<file path="src/design/sdadc_defines.svh">
/*
 * constants of the two-wire converter port: widths, word codes, timings.
 * assumes a 100 MHz core clock; included by bare name, definitions only.
 */
`ifndef SDADC_DEFINES_SVH
`define SDADC_DEFINES_SVH

// word layout
`define SDADC_FULL_BITS      16
`define SDADC_RED_MAX        6
`define SDADC_WORD_RESERVED  16'h8000
`define SDADC_WORD_NEG_FS    16'h8001

// clock rates
`define SDADC_CORE_HZ        100000000
`define SDADC_OSC_HZ         520000
`define SDADC_OSC_DIV        (`SDADC_CORE_HZ / `SDADC_OSC_HZ)

// full conversion time in ms, window as full time * 10 / 857
`define SDADC_CONV_TIME_MS   125
`define SDADC_CONV_TICKS     (`SDADC_CONV_TIME_MS * `SDADC_OSC_HZ / 1000)
`define SDADC_WIN_TICKS      (`SDADC_CONV_TICKS * 10 / 857)

// clock line glitch filter: least accepted width, rounded up
`define SDADC_GLITCH_NS      50
`define SDADC_CORE_NS        10
`define SDADC_FILT_CYCLES    \
  ((`SDADC_GLITCH_NS + `SDADC_CORE_NS - 1) / `SDADC_CORE_NS)

`endif

</file>
<file path="src/design/sdadc_pkg.sv">
/*
 * types of the two-wire converter port.
 * assumes nothing beyond a SystemVerilog compiler.
 */
package sdadc_pkg;

  // conversion sequencer states
  typedef enum logic [1:0] {
    ST_SLEEP,
    ST_CONVERT,
    ST_READOUT
  } conv_state_t;

endpackage

</file>
<file path="src/design/sigma_delta_adc_two_wire_port.sv">
/*
 * control and two-wire serial port of a 16-bit sigma-delta converter.
 * assumes the host drives the serial clock pin asynchronously, the analog
 * modulator delivers a 16-bit two's-complement word on i_conv_word, and
 * the internal oscillator is modelled as a divided tick of i_core_clk.
 */
`timescale 1ns/1ps
`include "sdadc_defines.svh"

module sigma_delta_adc_two_wire_port #(
  parameter int OSC_DIV     = `SDADC_OSC_DIV,
  parameter int CONV_TICKS  = `SDADC_CONV_TICKS,
  parameter int WIN_TICKS   = `SDADC_WIN_TICKS,
  parameter int FILT_CYCLES = `SDADC_FILT_CYCLES,
  parameter int TICK_W      = 17
) (
  input  wire logic        i_core_clk,
  input  wire logic        i_rst,
  input  wire logic        i_serial_clk,
  input  wire logic [15:0] i_conv_word,
  output logic             o_serial_result_out,
  output logic             o_osc_run,
  output logic [2:0]       o_reduction
);

  // refuse settings the counters cannot hold; filter needs 5 samples
  if (OSC_DIV < 1 || OSC_DIV > 65536 || FILT_CYCLES < 5 ||
      FILT_CYCLES > 255 || CONV_TICKS >= (1 << TICK_W) ||
      (CONV_TICKS >> `SDADC_RED_MAX) <= WIN_TICKS)
  begin : g_bad_params
    $error("sigma_delta_adc_two_wire_port: bad parameters");
  end

  // clock line synchroniser, glitch filter and edge detect
  logic       sclk_s1_r;
  logic       sclk_s2_r;
  logic       filt_r;
  logic [7:0] filt_cnt_r;
  wire        differ_w  = (sclk_s2_r != filt_r);
  wire        change_w  = differ_w && (filt_cnt_r == 8'(FILT_CYCLES - 1));
  wire        fall_w    = change_w && filt_r;
  wire        rise_w    = change_w && !filt_r;

  always_ff @(posedge i_core_clk)
  begin
    if (i_rst)
    begin
      sclk_s1_r  <= 1'b1;
      sclk_s2_r  <= 1'b1;
      filt_r     <= 1'b1;
      filt_cnt_r <= 8'h00;
    end
    else
    begin
      sclk_s1_r  <= i_serial_clk;
      sclk_s2_r  <= sclk_s1_r;
      // a level must persist FILT_CYCLES samples to be taken
      filt_r     <= change_w ? sclk_s2_r : filt_r;
      filt_cnt_r <= (differ_w && !change_w) ? filt_cnt_r + 8'h01 : 8'h00;
    end
  end

  // sequencer state
  sdadc_pkg::conv_state_t state_r;
  logic [2:0]          red_r;
  logic                ack_r;
  logic                out_r;
  logic                osc_run_r;
  logic [15:0]         word_r;
  logic [4:0]          bit_cnt_r;
  logic [15:0]         div_cnt_r;
  logic [TICK_W-1:0]   tick_cnt_r;

  // oscillator tick and timing decode
  wire tick_w     = osc_run_r && (div_cnt_r == 16'(OSC_DIV - 1));
  wire win_open_w = (tick_cnt_r < TICK_W'(WIN_TICKS));
  wire [TICK_W-1:0] conv_len_w = TICK_W'(CONV_TICKS) >> red_r;
  wire conv_w     = (state_r == sdadc_pkg::ST_CONVERT);
  wire done_w     = conv_w && (tick_cnt_r >= conv_len_w);
  wire [4:0] nbits_w = 5'(`SDADC_FULL_BITS) - {2'b00, red_r};

  // edge classification
  wire start_w  = fall_w && ((state_r == sdadc_pkg::ST_SLEEP) ||
                  (state_r == sdadc_pkg::ST_READOUT &&
                   bit_cnt_r == nbits_w));
  wire reduce_w = fall_w && conv_w && win_open_w &&
                  (red_r < 3'(`SDADC_RED_MAX));
  wire shift_w  = fall_w && (state_r == sdadc_pkg::ST_READOUT) &&
                  (bit_cnt_r != nbits_w);
  wire ack_end_w = rise_w || !win_open_w;

  // reserved code folds onto negative full scale
  function automatic logic [15:0] fold_word(input logic [15:0] w);
    fold_word = (w == `SDADC_WORD_RESERVED) ? `SDADC_WORD_NEG_FS : w;
  endfunction

  // oscillator divider and tick counter, running only while converting
  always_ff @(posedge i_core_clk)
  begin
    if (i_rst || !osc_run_r || tick_w)
      div_cnt_r <= 16'h0000;
    else
      div_cnt_r <= div_cnt_r + 16'h0001;
  end

  always_ff @(posedge i_core_clk)
  begin
    if (i_rst || start_w)
      tick_cnt_r <= '0;
    else if (tick_w)
      tick_cnt_r <= tick_cnt_r + TICK_W'(1);
  end

  // conversion sequencer
  always_ff @(posedge i_core_clk)
  begin
    if (i_rst)
    begin
      state_r   <= sdadc_pkg::ST_SLEEP;
      osc_run_r <= 1'b0;
      red_r     <= 3'h0;
      bit_cnt_r <= 5'h00;
    end
    else if (start_w)
    begin
      state_r   <= sdadc_pkg::ST_CONVERT;
      osc_run_r <= 1'b1;
      red_r     <= 3'h0;
      bit_cnt_r <= 5'h00;
    end
    else if (done_w)
    begin
      state_r   <= sdadc_pkg::ST_READOUT;
      osc_run_r <= 1'b0;
    end
    else
    begin
      if (reduce_w)
        red_r <= red_r + 3'h1;
      if (shift_w)
        bit_cnt_r <= bit_cnt_r + 5'h01;
    end
  end

  // acknowledge flag: raised by start or reduction, dropped on rise/window
  always_ff @(posedge i_core_clk)
  begin
    if (i_rst)
      ack_r <= 1'b0;
    else if (start_w || reduce_w)
      ack_r <= 1'b1;
    else if (ack_end_w || !conv_w)
      ack_r <= 1'b0;
  end

  // result word capture and shifting, sign first
  always_ff @(posedge i_core_clk)
  begin
    if (i_rst)
      word_r <= 16'h0000;
    else if (done_w)
      word_r <= fold_word(i_conv_word);
    else if (shift_w)
      word_r <= {word_r[14:0], 1'b0};
  end

  // data pin: high asleep, ack/busy while converting, bits in readout
  always_ff @(posedge i_core_clk)
  begin
    if (i_rst)
      out_r <= 1'b1;
    else if (start_w || reduce_w)
      out_r <= 1'b1;
    else if (done_w)
      out_r <= 1'b1;
    else if (conv_w)
      out_r <= ack_r && !ack_end_w;
    else if (shift_w)
      out_r <= word_r[15];
  end

  assign o_serial_result_out = out_r;
  assign o_osc_run           = osc_run_r;
  assign o_reduction         = red_r;
endmodule // sigma_delta_adc_two_wire_port

</file>
<file path="config.mk">
export PLATFORM = sky130hd
export DESIGN_NAME = sigma_delta_adc_two_wire_port
export DESIGN_NICKNAME = d
export VERILOG_FILES = /design/src/design/sdadc_pkg.sv /design/src/design/sigma_delta_adc_two_wire_port.sv
export VERILOG_INCLUDE_DIRS = /design/src /design/src/design
export SDC_FILE = /design/constraint.sdc
export NUM_CORES = 1
export LEC_CHECK = 0
export CAP_MARGIN = 20
export CORE_MARGIN = 5
export CORE_UTILIZATION = 30
export CTS_CLUSTER_SIZE = 20
export DETAILED_ROUTE_END_ITERATION = 8
export DONT_BUFFER_PORTS = 1
export PLACE_DENSITY = 0.51
export SLEW_MARGIN = 5
export SYNTH_ARGS = -nofsm -noshare
export SYNTH_HDL_FRONTEND = slang
export SYNTH_SLANG_ARGS = --single-unit
</file>
<file path="constraint.sdc">
create_clock -name i_core_clk -period 6.3 [get_ports i_core_clk]
set_clock_uncertainty 0.05 [all_clocks]
set_input_delay 0.315 -clock i_core_clk [delete_from_list [all_inputs] [get_ports i_core_clk]]
set_output_delay 0.315 -clock i_core_clk [all_outputs]
set_load 0.01 [all_outputs]
</file>
==> impl.org <==
** Outcome
- The flow ran to the end, and the final reports show no timing, DRC or antenna violations.

** Critical path
- The most numerous cell type found on the critical path is ha_1.
- The worst setup path is launched from a register.
- STA puts the critical path data required time at 6.49 ns.
- CP Class :: reg2reg
- For this run, the slowest stage of the critical path takes 0.54 ns.
- In this run the worst path has a maximum fanout of 21.
- For the worst setup path, the data arrival time is 3.54 ns.
- Setup slack on the worst reg-to-reg path comes out at 2.95 ns.
- Traced cell by cell, the critical path runs through inv_1 > ha_1 > nor2b_1 > a21o_1 > ha_1 > a21oi_1 > a21boi_0 > o311ai_1 > a31oi_1 > buf_4 > or2_1 > o22ai_1.
- Worst setup EP type :: register
- Among all stages on the critical path, the largest delay is contributed by dfxtp_1.

** Detailed routing
- The count of nets left with antenna violations once routing finished came out at 0.
- Wires add up to 8181 microns.
- For this run, the detailed router's first-pass iteration total came to 4.
- Detailed-route wire length per cell :: 13.26 microns
- Post-route DRC violation count :: 0
- Detailed Route Iter0 Violations :: 213
- Post-DR vias/cell :: 4.807
- Overall via count from detail_route :: 2966

** Timing
- At the pin with the least slew margin, the transition time is 0.9669 ns.
- Setup repair after global routing left no endpoint under its margin.
- Setup violations remaining at the end of the flow were counted as 0.
- Post-Route Setup TNS :: 0 ns
- Final critical delay including setup and external delays :: 3.352 ns
- Worst hold margin :: 0.04994 ns
- Upper clock frequency limit :: 298.3 MHz
- The number of max-slew violations in the final report came to 0.
- Worst slew margin :: 0.3539
- Of the available clock period, the critical path in the final layout requires 0.5321.
- The count of endpoints failing hold in the final timing report was 0.

** Synthesis
- In this run the cell area of the synthesized design comes to 3814 sq um.
- The number of nets in the synthesized netlist is 488.
- Yosys mapped a number of flops with a built-in enable equal to 0.
- In the synthesized netlist the async set-or-reset flop fraction comes to 0.
- Multiplexer share of the synthesized area :: 0.01083
- Count of different cell masters after synthesis :: 52
- For this run, the register share of the synthesized area comes to 0.3780.
- Of the total synthesized cell area, the portion taken by AND, OR, NAND and NOR gates is 0.2602.
- Of the total synthesized cell area, the portion taken by XOR and XNOR cells is 0.08727.
- Synth Instances :: 438
- Of the total synthesized cell area, the portion taken by full adders, half adders and majority gates is 0.1017.
- After synthesis, the largest family of logic cells by area is simple AND/OR/NAND/NOR gates.
- Mean instance size in the synthesized netlist :: 8.707 sq um
- Number of warnings reported in the yosys synthesis log :: 0
- Main synth FF type :: dfxtp_1
- Compound-Gate Fraction of Synth Area :: 0.1280
- Synthesis inferred 72 register bits.

** Job
- Max-cap violations in this run came to 0.

** Floorplanning
- Initial core utilization :: 0.3047
- 24 I/O pins were placed.
- Die outline area :: 15070 sq um
- Number of rows in the core area :: 41
- In this run the standard cell core region covers 12520 sq um.
- The die is 122.8 microns wide.
- From bottom edge to top edge, the die measures 122.8 microns.

** Min path
- In this run the worst hold path is classified as in2reg.

** Global route
- Remaining global-route overflow :: 0
- Number of antenna violations at the first check in global routing :: 0
- Largest net degree at the start of global routing :: 28
- Global router's overall resource usage :: 0.1179
- The via count of the first global-routing pass is 3033.
- The first global-routing pass estimated 14180 microns of wire.

** Clock tree
- Quantity of gates resized following cts :: 0
- Inserted Clock Buffers :: 9
- Worst-skew pair later-pin latency :: 0.32 ns
- In this run the number of H-tree levels came out at 3.
- Reg clk slew, reported paths :: 0.06 ns
- After clock tree synthesis, the setup repair step added 0 buffers.
- Clock tree synthesis found a total of 72 sinks.
- TritonCTS built the clock tree.
- CTS placed an instance of clkbuf_16 at the clock tree root.
- The longest clock path from root to sink contains 2 buffers.

** Cells and area
- ANT cells :: 0
- The filler cells instantiated in the layout total 1325.
- Relative to the synthesized area, the layout overhead comes to 13.91%.
- In the final layout, the share of cells above drive strength 1 is 0.06966.
- Leaving out fill and tap cells, the most frequent cell in the layout is dfxtp_1.
- Nets@finish :: 490
- Most frequent cells in the layout :: dfxtp_1, nor2_1, nand2_1, ha_1, a21oi_1

** Power and ir drop
- In this run the static leakage power is 1.605 nW.
- Dividing total power by cell area gives a power density of 237.4 nW/um^2.
- Maximum ir drop on the vdd rail :: 0.1228 mV
- Overall power consumption after layout is estimated at 1.032 mW.

** Placement
- Final weighted congestion of routability-driven global placement :: 0.7849
- IO Port Bufs :: 0
- Detailed Place HPWL :: 5993 microns
==> routing by layer <==
metal	vias to the layer above	wire length [microns]	global-route usage
met1	1391	3832	0.1496
li1	1549	-	-
met2	20	4090	0.1978
met4	0	110	0.04619
met5	-	0	0
met3	6	147	0.02120
==> where the power goes <==
part | internal (mW) | switching (mW)
Clock | 0.372 | 0.193
Combinational | 0.00305 | 0.00676
Sequential | 0.456 | 0.000511
==> sequential cells by signal (all words and copies together), names as in the netlist <==
signal / cells
o_serial_result_out: 1
filt_cnt_r: 8
word_r: 16
bit_cnt_r: 5
ack_r: 1
state_r: 2
div_cnt_r: 16
sclk_s1_r: 1
o_reduction: 3
filt_r: 1
tick_cnt_r: 17
sclk_s2_r: 1
==> logic make-up (layout without fill, tap and decap cells) <==
family	after synthesis	after routing
xor+xnor	38	38
compound gates	78	78
flops	72	72
fa+ha+maj	31	31
simple gates	183	183
mux	4	4
buf+inv	32	39
==> synth_stat cells, types with 12 or more instances <==
library cell	instances	area, sq um
o21ai_0	14	70.07
nand4_1	12	75.07
a21oi_1	21	105.1
ha_1	31	387.9
dfxtp_1	72	1441
a22oi_1	15	112.6
inv_1	19	71.32
xor2_1	20	175.2
xnor2_1	18	157.7
nor2_1	51	191.4
o22ai_1	15	93.84
nand2_1	39	146.4
nand3_1	16	80.08
==> per-stage QoR <==
stage | std cells | worst slack [ns] | utilization | area [sq um]
after floorplan | 438 | 3.558 | - | 3814
after global placement | 598 | 2.979 | 0.3178 | 3978
after detailed placement | 599 | 2.947 | 0.3184 | 3985
after CTS | 617 | 2.946 | 0.3471 | 4344
after global routing | 617 | 2.469 | 0.3471 | 4344
final | 617 | 2.948 | 0.3471 | 4344
==> path summary, 6_finish.rpt <==
kind             startpoint         end  depth (start not counted)
min reg2reg       sclk_s1_r   sclk_s2_r                          1
max reg2reg  o_reduction[1]  word_r[10]                         12
max          o_reduction[1]  word_r[10]                         12
min            i_serial_clk   sclk_s1_r                          1
==> worst max-delay path, delay by kind of cell (launching register included) <==
| family | cells | cell delay (ns) |
|---|---|---|
| compound gates | 6 | 1.16 |
| simple gates | 2 | 0.58 |
| flops | 1 | 0.54 |
| fa+ha+maj | 2 | 0.53 |
| buf+inv | 2 | 0.39 |
==> area by class of cell <==
class | instances | area, sq um | area share
inverters | 19 | 71.32 | 0.01642
clock inverters | 5 | 86.33 | 0.01987
well taps | 172 | 215.2 | 0.04954
clock buffers | 11 | 252.7 | 0.05818
repair buffers | 4 | 35.03 | 0.008065
multi-input cells | 334 | 2242 | 0.5161
flip-flops and latches | 72 | 1441 | 0.3318
==> repair_timing <==
action / CTS / global route
setup endpoints to repair: 0 / 0
endpoints found under the hold margin: 2 / 0
hold buffers: 2 / 0
(Power assumes the default switching activity.)
